### src/hdl/motor_cmd_map.vh
`ifndef MOTOR_CMD_MAP_VH
`define MOTOR_CMD_MAP_VH

// Command source selector: digital inputs
`define SRC_DIGITAL_INPUTS 4'h2

// Control method selector values
`define METHOD_TWO_WIRE_LEVEL 2'h0
`define METHOD_TWO_WIRE_ANY 2'h1
`define METHOD_THREE_WIRE 2'h2

// Digital input function codes
`define FUNC_LOCKED 4'h0
`define FUNC_ON_OR_CW 4'h1
`define FUNC_CW_OR_CCW 4'h2
`define FUNC_REVERSE 4'hc

// Reset values of the function selectors (inputs 0..3)
`define RST_FUNC_IN0 4'h1
`define RST_FUNC_IN1 4'h2
`define RST_FUNC_IN2 4'hc
`define RST_FUNC_IN3 4'h0

// Number of digital inputs and width of a function code
`define NUM_INPUTS 4
`define FUNC_WIDTH 4

`endif

### src/hdl/function_router.v
`timescale 1ns/1ns
`default_nettype none
`include "motor_cmd_map.vh"

module function_router
(
   // Levels and edges of all inputs
   input  wire [`NUM_INPUTS-1:0]             level_in,
   input  wire [`NUM_INPUTS-1:0]             rise_in,
   // Function selector of every input, input 0 lowest
   input  wire [`NUM_INPUTS*`FUNC_WIDTH-1:0] func_sel_in,
   // Combined command levels and edges per function code
   output wire                               on_level_out,
   output wire                               on_rise_out,
   output wire                               cw_level_out,
   output wire                               cw_rise_out,
   output wire                               rev_level_out,
   output wire                               rev_rise_out
);

   wire [`NUM_INPUTS-1:0] is_on;
   wire [`NUM_INPUTS-1:0] is_cw;
   wire [`NUM_INPUTS-1:0] is_rev;

   // Any input may carry any function code
   genvar i;
   generate
      for (i = 0; i < `NUM_INPUTS; i = i + 1)
      begin : g_route
         assign is_on[i]  = func_sel_in[i*`FUNC_WIDTH +: `FUNC_WIDTH] == `FUNC_ON_OR_CW;
         assign is_cw[i]  = func_sel_in[i*`FUNC_WIDTH +: `FUNC_WIDTH] == `FUNC_CW_OR_CCW;
         assign is_rev[i] = func_sel_in[i*`FUNC_WIDTH +: `FUNC_WIDTH] == `FUNC_REVERSE;
      end
   endgenerate

   // Several inputs on one code combine by OR
   assign on_level_out  = |(level_in & is_on);
   assign on_rise_out   = |(rise_in & is_on);
   assign cw_level_out  = |(level_in & is_cw);
   assign cw_rise_out   = |(rise_in & is_cw);
   assign rev_level_out = |(level_in & is_rev);
   assign rev_rise_out  = |(rise_in & is_rev);

endmodule
`default_nettype wire

### src/hdl/input_edge_sampler.v
`timescale 1ns/1ns
`default_nettype none
`include "motor_cmd_map.vh"

module input_edge_sampler
(
   // Clock and reset
   input  wire                    ref_clk_in,
   input  wire                    resetn_in,
   // Digital inputs
   input  wire [`NUM_INPUTS-1:0]  digital_in,
   // Registered levels and one-cycle rising edges
   output reg  [`NUM_INPUTS-1:0]  level_out,
   output wire [`NUM_INPUTS-1:0]  rise_out
);

   reg [`NUM_INPUTS-1:0] prev_level;

   // Sample each input and hold last sample
   always @(posedge ref_clk_in or negedge resetn_in)
   begin
      if (!resetn_in)
      begin
         level_out  <= {`NUM_INPUTS{1'b0}};
         prev_level <= {`NUM_INPUTS{1'b0}};
      end
      else
      begin
         level_out  <= digital_in;
         prev_level <= level_out;
      end
   end

   // Edge where sample rose since previous cycle
   genvar i;
   generate
      for (i = 0; i < `NUM_INPUTS; i = i + 1)
      begin : g_edge
         assign rise_out[i] = level_out[i] & ~prev_level[i];
      end
   endgenerate

endmodule
`default_nettype wire

### src/hdl/motor_run_direction_decoder.v
// Behaviour
// method selector picks two-wire or three-wire
// digital inputs act only when source is 2
// method 2: CW setpoint, CCW inverted, none stops
// method 2: both high keeps first active
// method 2: reverse only after stop at 0 Hz
// method 3: level changes act at any time
// method 3: reverse without waiting for 0 Hz
// method 3: both low or high stops
// three-wire enable held high while running
// three-wire: enable low stops, directions ignored
// three-wire: CW edge, CCW low, runs setpoint
// three-wire: CCW edge, CW low, runs inverted
// three-wire: both low hold, both high stop
// three-wire default functions 1, 2, 12
// two-wire default functions 1 and 2
// any input carries any function code
// method 1: run level plus reverse level
// rising edge from current versus previous sample
// outputs run, invert, stop; stop wins
// reset requests stop, clears remembered state
`timescale 1ns/1ns
`default_nettype none
`include "motor_cmd_map.vh"

module motor_run_direction_decoder
(
   // Clock and reset
   input  wire                    ref_clk_in,
   input  wire                    resetn_in,
   // Digital inputs
   input  wire [`NUM_INPUTS-1:0]  digital_in,
   // Configuration
   input  wire [3:0]              command_source_select_in,
   input  wire [1:0]              control_method_select_in,
   input  wire                    func_load_in,
   input  wire [3:0]              input0_function_select_in,
   input  wire [3:0]              input1_function_select_in,
   input  wire [3:0]              input2_function_select_in,
   input  wire [3:0]              input3_function_select_in,
   // Drive status
   input  wire                    at_zero_hz_in,
   // Requests to the drive
   output reg                     run_out,
   output reg                     invert_setpoint_out,
   output reg                     ramp_down_stop_out,
   output reg                     cmd_active_out
);

   // Direction states, one-hot
   localparam [2:0] ST_IDLE = 3'b001;
   localparam [2:0] ST_CW   = 3'b010;
   localparam [2:0] ST_CCW  = 3'b100;

   reg  [`NUM_INPUTS*`FUNC_WIDTH-1:0] func_sel;
   reg  [2:0]                         state;
   reg  [2:0]                         next_state;
   reg                                next_run;
   reg                                next_invert;
   reg                                next_stop;
   reg  [2:0]                         last_dir;
   reg  [2:0]                         next_last_dir;
   wire [`NUM_INPUTS-1:0]             level;
   wire [`NUM_INPUTS-1:0]             rise;
   wire                               on_level;
   wire                               on_rise;
   wire                               cw_level;
   wire                               cw_rise;
   wire                               rev_level;
   wire                               rev_rise;
   wire                               dig_source;
   wire                               is_method_one;
   wire                               cw_cmd;
   wire                               cw_cmd_rise;
   wire                               ccw_cmd;
   wire                               ccw_cmd_rise;

   // Function selectors loaded from ports; defaults at reset
   always @(posedge ref_clk_in or negedge resetn_in)
   begin
      if (!resetn_in)
      begin
         func_sel <= {`RST_FUNC_IN3, `RST_FUNC_IN2, `RST_FUNC_IN1, `RST_FUNC_IN0};
      end
      else if (func_load_in)
      begin
         func_sel <= {input3_function_select_in, input2_function_select_in,
                      input1_function_select_in, input0_function_select_in};
      end
   end

   // Input sampling and edge detection
   input_edge_sampler input_edge_sampler_i
   (
      .ref_clk_in (ref_clk_in),
      .resetn_in  (resetn_in),
      .digital_in (digital_in),
      .level_out  (level),
      .rise_out   (rise)
   );

   // Map inputs onto commands by function code
   function_router function_router_i
   (
      .level_in      (level),
      .rise_in       (rise),
      .func_sel_in   (func_sel),
      .on_level_out  (on_level),
      .on_rise_out   (on_rise),
      .cw_level_out  (cw_level),
      .cw_rise_out   (cw_rise),
      .rev_level_out (rev_level),
      .rev_rise_out  (rev_rise)
   );

   assign dig_source = command_source_select_in == `SRC_DIGITAL_INPUTS;

   // Method 1 chosen when input 1 or 3 carries the reverse code and no function 2 level is high
   assign is_method_one = |{func_sel[4+:4] == `FUNC_REVERSE,
                            func_sel[12+:4] == `FUNC_REVERSE} & ~cw_level;

   // Two-wire: function 1 is CW, function 2 is CCW
   // Three-wire: function 1 enables, 2 is CW start, 12 is CCW start
   assign cw_cmd       = (control_method_select_in == `METHOD_THREE_WIRE) ? cw_level : on_level;
   assign cw_cmd_rise  = cw_rise;
   assign ccw_cmd      = (control_method_select_in == `METHOD_THREE_WIRE) ? rev_level : cw_level;
   assign ccw_cmd_rise = rev_rise;

   // Next command from method, state and inputs
   always @*
   begin
      next_state    = state;
      next_last_dir = last_dir;
      if (!dig_source)
      begin
         next_state = ST_IDLE;
      end
      else
      begin
         case (control_method_select_in)
            `METHOD_TWO_WIRE_LEVEL:
            begin
               if (is_method_one)
               begin
                  // Run level with reverse level
                  if (!on_level)
                     next_state = ST_IDLE;
                  else if (rev_level)
                     next_state = ST_CCW;
                  else
                     next_state = ST_CW;
               end
               else
               begin
                  case (state)
                     ST_IDLE:
                     begin
                        // New direction only once at standstill
                        if (at_zero_hz_in)
                        begin
                           if (cw_cmd)
                              next_state = ST_CW;
                           else if (ccw_cmd)
                              next_state = ST_CCW;
                        end
                        else if (cw_cmd && last_dir == ST_CW)
                           next_state = ST_CW;
                        else if (ccw_cmd && last_dir == ST_CCW)
                           next_state = ST_CCW;
                     end
                     // Keep first active; only its drop stops
                     ST_CW:
                        if (!cw_cmd)
                           next_state = ST_IDLE;
                     ST_CCW:
                        if (!ccw_cmd)
                           next_state = ST_IDLE;
                     default:
                        next_state = ST_IDLE;
                  endcase
               end
            end
            `METHOD_TWO_WIRE_ANY:
            begin
               // Levels act at once, no standstill wait
               if (cw_cmd && !ccw_cmd)
                  next_state = ST_CW;
               else if (ccw_cmd && !cw_cmd)
                  next_state = ST_CCW;
               else
                  next_state = ST_IDLE;
            end
            `METHOD_THREE_WIRE:
            begin
               if (!on_level)
                  next_state = ST_IDLE;
               else if (cw_cmd && ccw_cmd)
                  next_state = ST_IDLE;
               else if (cw_cmd_rise && !ccw_cmd)
                  next_state = ST_CW;
               else if (ccw_cmd_rise && !cw_cmd)
                  next_state = ST_CCW;
            end
            default:
               next_state = ST_IDLE;
         endcase
      end
      if (next_state != ST_IDLE)
         next_last_dir = next_state;
   end

   // Output decode; stop outranks run
   always @*
   begin
      next_stop   = (next_state == ST_IDLE) | ~dig_source;
      next_run    = ~next_stop;
      next_invert = (next_state == ST_CCW) ? 1'b1 :
                    (next_state == ST_CW) ? 1'b0 : last_dir == ST_CCW;
   end

   // State and output registers
   always @(posedge ref_clk_in or negedge resetn_in)
   begin
      if (!resetn_in)
      begin
         state               <= ST_IDLE;
         last_dir            <= ST_IDLE;
         run_out             <= 1'b0;
         invert_setpoint_out <= 1'b0;
         ramp_down_stop_out  <= 1'b1;
         cmd_active_out      <= 1'b0;
      end
      else
      begin
         state               <= next_state;
         last_dir            <= next_last_dir;
         run_out             <= next_run;
         invert_setpoint_out <= next_invert;
         ramp_down_stop_out  <= next_stop;
         cmd_active_out      <= dig_source;
      end
   end

endmodule
`default_nettype wire

### config.mk
export PLATFORM = sky130hd
export DESIGN_NAME = motor_run_direction_decoder
export DESIGN_NICKNAME = d
export VERILOG_FILES = /design/src/hdl/function_router.v /design/src/hdl/input_edge_sampler.v /design/src/hdl/motor_run_direction_decoder.v
export VERILOG_INCLUDE_DIRS = /design/src /design/src/hdl
export SDC_FILE = /design/constraint.sdc
export NUM_CORES = 1
export LEC_CHECK = 0
export BUFFER_PORTS_ARGS = -buffer_cell sky130_fd_sc_hd__buf_2
export CELL_PAD_IN_SITES_DETAIL_PLACEMENT = 0
export CELL_PAD_IN_SITES_GLOBAL_PLACEMENT = 1
export CORE_ASPECT_RATIO = 0.5
export CORE_MARGIN = 2
export CORE_UTILIZATION = 47
export DETAILED_ROUTE_END_ITERATION = 8
export HOLD_SLACK_MARGIN = 0.05
export PLACE_DENSITY_LB_ADDON = 0.1
export REMOVE_ABC_BUFFERS = 1
export SETUP_SLACK_MARGIN = 0.5
export SLEW_MARGIN = 20
export SYNTH_ARGS = -nofsm -noshare
export SYNTH_HDL_FRONTEND = slang
export SYNTH_HIERARCHICAL = 1
export SYNTH_SLANG_ARGS = --single-unit
export TNS_END_PERCENT = 5
### constraint.sdc
create_clock -name ref_clk_in -period 7.2 [get_ports ref_clk_in]
set_input_delay 1.44 -clock ref_clk_in [delete_from_list [all_inputs] [get_ports ref_clk_in]]
set_output_delay 1.44 -clock ref_clk_in [all_outputs]
set_load 0.02 [all_outputs]
# After elaboration in Yosys (flattened, before gate mapping)
# Cells that the tools add are included.
# word_totals
ff_bits,34
output_inout_bits,4
inputBits,30
wordCells,90
# op_classes
reduce_logical,16
mux,23
bitwise,18
n_eq_ne,24
# op_table
cell,n
3-bit 2-to-1 mux,17
4-bit bitwise AND,5
"4-bit by 2-bit == test with 1-bit output, second input constant",5
4-bit OR reduction,5
3-bit one-hot mux with 3 select lines,2
"4-bit by 1-bit == test with 1-bit output, second input constant",4
"4-bit == test, second input constant",4
"3-bit by 2-bit == test with 1-bit output, second input constant",3
"3-bit == test, second input constant",3
1-bit logical AND,7
1-bit inverter,7
"3-bit by 1-bit == test with 1-bit output, second input constant",2
1-bit bitwise AND,5
1-bit 2-to-1 mux,4
"3-bit by 1-bit != test with 1-bit output, second input constant",1
"2-bit by 1-bit == test with 1-bit output, second input constant",1
"2-bit == test, second input constant",1
1-bit zero test,2
2-bit zero test,1
2-bit OR reduction,1
1-bit bitwise OR,1

# Longest topological paths before layout
# Gate-level depths: netlist of the first run.
# depth
depth_word,15
mapped_depth,15
depth_no_buf,15

# Modules after synthesis
# The synthesis of the first run kept the hierarchy.
# by_module_without_submodules
module,cells_per_inst,area_each_um2,n_inst,seq_area_each_um2
motor_run_direction_decoder,125,1405.1,1,659.4
function_router,30,282.8,1,0.0
input_edge_sampler,12,255.2,1,200.2

# Worst setup path before layout of the first run
# Ideal clock, no wire load.
# synth_timing
path_type,input -> register
startpoint,input port control_method_select_in[0]
endpoint,register invert_setpoint_out
cell_stages,10
path_slack_ns,3.611
t_arrival_ns,3.465
t_required_ns,7.076
path_buffers,0
setup_ns,0.124
path_cell_list,and2b_4 mux2i_2 inv_1 ha_1 nand2b_1 a221o_1 a21oi_1 o21ai_2 nand2b_1 a211o_1
# synth_between
elab_chain_len,13
elab_cells_between_ends,35
cone_classes,eq/ne (4); mux (21); reduce/logical (10)
# synth_rtl
element,line,text
"start, declared",motor_run_direction_decoder.v:35,"input wire [1:0] control_method_select_in,"
2-bit == test,motor_run_direction_decoder.v:140,case (control_method_select_in)
1-bit 2-to-1 mux (on tied branches),"motor_run_direction_decoder.v:126, motor_run_direction_decoder.v:124",
1-bit logical AND / 1-bit zero test (equally long branches),"motor_run_direction_decoder.v:168, motor_run_direction_decoder.v:188, motor_run_direction_decoder.v:201",
3-bit 2-to-1 mux / 1-bit logical AND (equally long branches),"motor_run_direction_decoder.v:168, motor_run_direction_decoder.v:201",
3-bit 2-to-1 mux (on tied branches),"motor_run_direction_decoder.v:166, motor_run_direction_decoder.v:201",
3-bit 2-to-1 mux (on tied branches),"motor_run_direction_decoder.v:159, motor_run_direction_decoder.v:199",
3-bit one-hot mux with 3 select lines / 3-bit 2-to-1 mux (equally long branches),"motor_run_direction_decoder.v:155, motor_run_direction_decoder.v:197",
3-bit 2-to-1 mux (on tied branches),"motor_run_direction_decoder.v:143, motor_run_direction_decoder.v:195",
3-bit one-hot mux with 3 select lines (*),motor_run_direction_decoder.v:140,
3-bit 2-to-1 mux (*),motor_run_direction_decoder.v:134,if (!dig_source)
via next_state[0],motor_run_direction_decoder.v:57,reg [2:0] next_state;
3-bit by 2-bit == test with 1-bit output,motor_run_direction_decoder.v:218,(next_state == ST_CW) ? 1'b0 : last_dir == ST_CCW;
1-bit 2-to-1 mux,motor_run_direction_decoder.v:218,
1-bit 2-to-1 mux (*),motor_run_direction_decoder.v:217,next_invert = (next_state == ST_CCW) ? 1'b1 :
via next_invert,motor_run_direction_decoder.v:59,reg next_invert;
"end signal, assigned",motor_run_direction_decoder.v:238,invert_setpoint_out <= next_invert;
"end, declared",motor_run_direction_decoder.v:45,"output reg invert_setpoint_out,"
# The timed path passes the listed nets; every way through them passes the cells marked *.
# A chain may end at the register's enable or synchronous reset.

# Worst setup path after layout of the first run
# Same ends and word-level chain as after synthesis.

==> results of run 1 <==
==> layout by cell type, fill, tap and decap left out, types with 6 or more instances in the layout <==
cell type   n
buf_2      33
dfstp_2     7
nand2b_1    8
nand2_1    13
clkbuf_8    6
nor4b_2     9
inv_1       6
mux2_2     16
a22oi_1    11
nor2_1      7
dfrtp_1    27
==> layout make-up <==
| type | count | area (um^2) | share of cell area, % |
|---|---|---|---|
| Clock inverter | 2 | 12.5 | 0.558 |
| Inverter | 8 | 30.0 | 1.34 |
| Timing Repair Buffer | 33 | 165 | 7.37 |
| Multi-Input combinational cell | 119 | 1020 | 45.7 |
| Tap cell | 54 | 67.6 | 3.02 |
| Sequential cell | 34 | 860 | 38.4 |
| Clock buffer | 6 | 82.6 | 3.69 |
==> through the flow <==
stage | setup WS, ps | std cells | instance area (um^2)
floorplan | 3610 | 161 | 1910
global placement | 3330 | 248 | 2150
detailed placement | 3250 | 248 | 2150
CTS | 3570 | 256 | 2240
global route | 3280 | 256 | 2240
finish | 3550 | 256 | 2240
==> sequential cells by signal (all words and copies together), names as in the netlist <==
name,cells
cmd_active_out,1
func_sel,16
input_edge_sampler_i/level_out,4
input_edge_sampler_i/prev_level,4
invert_setpoint_out,1
last_dir,3
ramp_down_stop_out,1
run_out,1
state,3
==> power by group <==
| group | internal [mW] | leakage (nW) | switching, mW | total (mW) |
|---|---|---|---|---|
| sequential | 0.210 | 0.404 | 0.0177 | 0.228 |
| combinational | 0.0380 | 0.538 | 0.0360 | 0.0740 |
| clock | 0.0768 | 0.0472 | 0.0677 | 0.144 |
==> worst paths after layout <==
path	startpoint	endpoint	slack (ps)	cells past startpoint
worst min register to register	input_edge_sampler_i/level_out[3]	input_edge_sampler_i/prev_level[3]	460	0
worst max-delay path	control_method_select_in[0]	invert_setpoint_out	3550	11
max in group asynchronous	resetn_in	state[2]	5510	1
worst min-delay path	input_edge_sampler_i/level_out[3]	input_edge_sampler_i/prev_level[3]	460	0
worst max register to register	func_sel[0]	invert_setpoint_out	3980	12
min in group asynchronous	resetn_in	func_sel[12]	1220	1
==> per-layer routing <==
| metal | routed length, um | track usage, % |
|---|---|---|
| met2 | 1690 | 28.0 |
| met1 | 2010 | 28.4 |
| met4 | 17 | 4.11 |
| met3 | 166 | 6.03 |
| met5 | 0 | 0 |
==> flow_metrics.env, run 1 <==
export IMPL_overflow=0
export IMPL_port_buffer_count=33
export IMPL_std_cell_rows=16
export IMPL_die_h_um=49.2
export IMPL_avgSynthCellArea_um2=11.7
export IMPL_critical_path_arrival_ps=3820
export IMPL_worst_setup_hold_path_clk_slew_ps=70
export IMPL_cts_tree="yes"
export IMPL_max_slew_worst_pin_slew_ps=742
export IMPL_run_status="completed"
export IMPL_post_cts_setup_buffers=0
export IMPL_dieWidth_um=94.5
export IMPL_synthesis_yosys_warnings=6
export IMPL_layout_min_cycle_time_ps=3650
export IMPL_hold_violations=0
export IMPL_placeableCoreArea_mm2=0.00392
export IMPL_ir_drop_v=0.000141
export IMPL_cts_made_buffers=5
export IMPL_routed_via_count=1445
export IMPL_timing_critical_path_max_delay_family="compound AO/OA/AOI/OAI gates"
export IMPL_starting_density_of_the_core_pct=49.0
export IMPL_ctsLongestPathBuffers=2
export IMPL_drc_errors=0
export IMPL_synthesis_instances=164
export IMPL_grt_start_max_net_pins=35
export IMPL_finalSetupViolCount=0
export IMPL_fin_util_pct=57.1
export IMPL_gp_congestion=0.867
export IMPL_leakagePower_nw=0.989
export IMPL_layout_drive_gt1_share_pct=43.1
export IMPL_dr_first_iter_drc_count=37
export IMPL_cts_num_sinks=34
export IMPL_grt_setup_unrepaired="no"
export IMPL_cap_viol_max_count=0
export IMPL_htree_num_levels=2
export IMPL_timing_slew_headroom_pct=50.5
export IMPL_power_density_mw_per_mm2=199
export IMPL_crit_path_start_kind="input port"
export IMPL_timing_critical_path_mode_cell="nand2b_1"
export IMPL_n_fill_cell=361
export IMPL_cts_resized=0
export IMPL_die_area_mm2=0.00465
export IMPL_num_antenna_cells=0
export IMPL_finalMaxSlewViolations=0
export IMPL_ant_nets=0
export IMPL_clk_root_buffer_cell="clkbuf_8"
export IMPL_grt_pass1_vias=1400
export IMPL_detailed_place_hpwl_um=2920
export IMPL_firstDrtPassIters=4
export IMPL_power_mw=0.446
export IMPL_worstHoldPathType="reg -> reg"
export IMPL_timing_critical_path_slowest_cell_delay_ps=370
export IMPL_grt_util_all_layers_pct=19.3
export IMPL_flow_area_growth_from_synthesis_pct=16.4
export IMPL_fin_tns_setup_ps=0
export IMPL_timing_critical_path_fanout_max=8
export IMPL_insertion_delay_to_the_later_sink_of_the_worst_skew_pair_ps=280
export IMPL_cp_required_ps=7370
export IMPL_worst_slack_on_hold_paths_ps=461
export IMPL_wirelength_um=3880
export IMPL_antenna_found_initial=0
export IMPL_netlist_area_mm2=0.00192
export IMPL_clock_fmax_mhz=274
export IMPL_ctsHoldBuffers=0
export IMPL_worst_path_buf_inv=2
export IMPL_crit_path_top_delay_cell="mux2i_2"
export IMPL_ioPinCount=34
export IMPL_crit_type="in -> reg"
export IMPL_worstPathCellList="buf_2, and2b_4, mux2i_2, inv_1, ha_1, nand2b_1, a221o_1, a21oi_1, o21ai_2, nand2b_1, a211o_1"
export IMPL_final_worst_path_period_share_pct=50.7
export IMPL_drt_wirelength_per_cell_um=15.2
export IMPL_fin_worst_skew_ps=6.16
export IMPL_vias_per_cell=5.64
export IMPL_nets=234
export IMPL_wire_length_of_the_first_global_routing_pass_um=6870
export IMPL_critPathCaptureType="flop"
(Power assumes the default switching activity.)
==> run 2, diff against run 1 <==
- ABC_AREA: unset -> 1
- CORE_UTILIZATION: 47 -> 40
- clock period: 7.2 -> 3.4 ns (I/O delays scaled with it)
==> run 2 against run 1 <==
Total power rose by 120%. Clock power rose by 120%. Synthesized area rose by 2.7%. Final cell count rose by 45%. Critical path depth rose by 7. Critical path type is now reg -> reg. Largest power group unchanged.
==> flow_metrics.env, run 2 <==
export IMPL_top_regs="func_sel (16), input_edge_sampler_i/level_out (4), input_edge_sampler_i/prev_level (4)"
export IMPL_final_worst_path_period_share_pct=75.2
export IMPL_max_slew_worst_pin_slew_ps=752
export IMPL_routed_wl_met3_um=198
export IMPL_clk_root_buffer_cell="clkbuf_8"
export IMPL_crit_type="reg -> reg"
export IMPL_finalSetupViolCount=0
export IMPL_post_cts_setup_buffers=0
export IMPL_num_antenna_cells=0
export IMPL_antenna_found_initial=0
export IMPL_placeableCoreArea_mm2=0.00484
export IMPL_met1Wirelength_um=2170
export IMPL_htree_num_levels=2
export IMPL_clock_fmax_mhz=391
export IMPL_hold_violations=0
export IMPL_flow_area_growth_from_synthesis_pct=17.2
export IMPL_grt_util_all_layers_pct=16.4
export IMPL_critPathCaptureType="flop"
export IMPL_worst_setup_hold_path_clk_slew_ps=80
export IMPL_die_h_um=53.7
export IMPL_finalMaxSlewViolations=0
export IMPL_cap_viol_max_count=0
export IMPL_layout_drive_gt1_share_pct=26.6
export IMPL_drc_errors=0
export IMPL_cts_num_sinks=34
export IMPL_worstHoldPathType="in -> async"
export IMPL_synthesis_yosys_warnings=6
export IMPL_vias_per_cell=4.52
export IMPL_timing_slew_headroom_pct=49.9
export IMPL_detailed_place_hpwl_um=3170
export IMPL_registers_top_by_ff_count="func_sel"
export IMPL_grt_setup_unrepaired="no"
export IMPL_ioPinCount=34
export IMPL_nets=333
export IMPL_topRoutingLayerUsed="met4"
export IMPL_cts_tree="yes"
export IMPL_power_density_mw_per_mm2=427
export IMPL_wire_length_of_the_first_global_routing_pass_um=6780
export IMPL_met2RoutedLength_um=1730
export IMPL_wirelength_um=4100
export IMPL_gp_congestion=0.870
export IMPL_starting_density_of_the_core_pct=40.8
export IMPL_run_status="completed"
export IMPL_leakagePower_nw=1.30
export IMPL_ctsLongestPathBuffers=2
export IMPL_overflow=0
export IMPL_dr_first_iter_drc_count=54
export IMPL_netlist_area_mm2=0.00198
export IMPL_ir_drop_v=0.000168
export IMPL_fin_worst_skew_ps=9.45
export IMPL_routed_via_count=1676
export IMPL_cp_required_ps=3570
export IMPL_insertion_delay_to_the_later_sink_of_the_worst_skew_pair_ps=290
export IMPL_timing_critical_path_fanout_max=7
export IMPL_largest_register_ffs=16
export IMPL_synthesis_instances=262
export IMPL_grt_pass1_vias=1524
export IMPL_layout_commonest_cell="nand2_1"
export IMPL_firstDrtPassIters=4
export IMPL_cts_resized=0
export IMPL_dieWidth_um=103
export IMPL_die_area_mm2=0.00555
export IMPL_grt_start_max_net_pins=35
export IMPL_ant_nets=0
export IMPL_critical_path_arrival_ps=2730
export IMPL_ctsHoldBuffers=0
export IMPL_worst_slack_on_hold_paths_ps=441
export IMPL_layout_min_cycle_time_ps=2560
export IMPL_crit_path_start_kind="flop"
export IMPL_port_buffer_count=33
export IMPL_cts_made_buffers=5
export IMPL_mostFrequentLayoutCells="61 x nand2_1, 53 x inv_1, 38 x nand3_1"
export IMPL_drt_wirelength_per_cell_um=11.1
export IMPL_std_cell_rows=18
export IMPL_fin_tns_setup_ps=0
export IMPL_avgSynthCellArea_um2=7.55
==> run 2: metrics by stage <==
stage | cell area, um^2 | total power [mW] | setup WS (ps) | utilization [%] | instances
floorplan | 1970 | 0.614 | 1110 | - | 260
global placement | 2220 | 0.676 | 958 | 45.9 | 363
detailed placement | 2220 | 0.680 | 873 | 45.9 | 363
CTS | 2320 | 1.00 | 852 | 47.8 | 371
global route | 2320 | 1.06 | 579 | 47.8 | 371
finish | 2320 | 0.989 | 842 | 47.8 | 371
==> run 2: layer usage <==
metal / GRT usage [%] / up-vias
met3: 5.45 / 2
met5: 0 / -
met4: 3.29 / 0
met2: 25.8 / 35
li1: - / 883
met1: 22.2 / 756
==> run 2: layout make-up <==
class / count / area (um^2)
Timing Repair Buffer: 33 / 165
Tap cell: 70 / 87.6
Inverter: 54 / 203
Clock buffer: 6 / 82.6
Fill cell: 503 / 2530
Clock inverter: 2 / 12.5
Sequential cell: 34 / 860
Multi-Input combinational cell: 172 / 906
==> run 2: worst paths after layout <==
path | startpoint | endpoint | slack [ps] | depth (start not counted)
worst min register to register | input_edge_sampler_i/level_out[2] | input_edge_sampler_i/prev_level[2] | 450 | 0
min in group ref_clk_in | input_edge_sampler_i/level_out[2] | input_edge_sampler_i/prev_level[2] | 450 | 0
worst min-delay path | resetn_in | cmd_active_out | 440 | 1
worst max register to register | func_sel[5] | last_dir[1] | 840 | 18
max in group asynchronous | resetn_in | func_sel[15] | 2460 | 1
worst max-delay path | func_sel[5] | last_dir[1] | 840 | 18
==> run 2: where the power goes <==
group / total [mW] / switching (mW) / internal (mW) / leakage [nW]
Clock: 0.320 / 0.157 / 0.163 / 0.0472
Sequential: 0.486 / 0.0344 / 0.452 / 0.402
Combinational: 0.183 / 0.107 / 0.0762 / 0.849
==> run 2: worst max-delay path, stage by stage, from the launching register on <==
cell	delay (ps)
dfstp_2	560
inv_1	40
nor2_1	120
nand3_1	90
nand2_1	60
inv_1	30
nand2_1	100
nand3_1	180
nand2_4	160
inv_1	70
ha_1	290
nand3_1	80
o211ai_1	90
nor2_1	130
nand2_1	130
nand2_1	140
inv_1	50
nand3_1	60
nand2_1	50
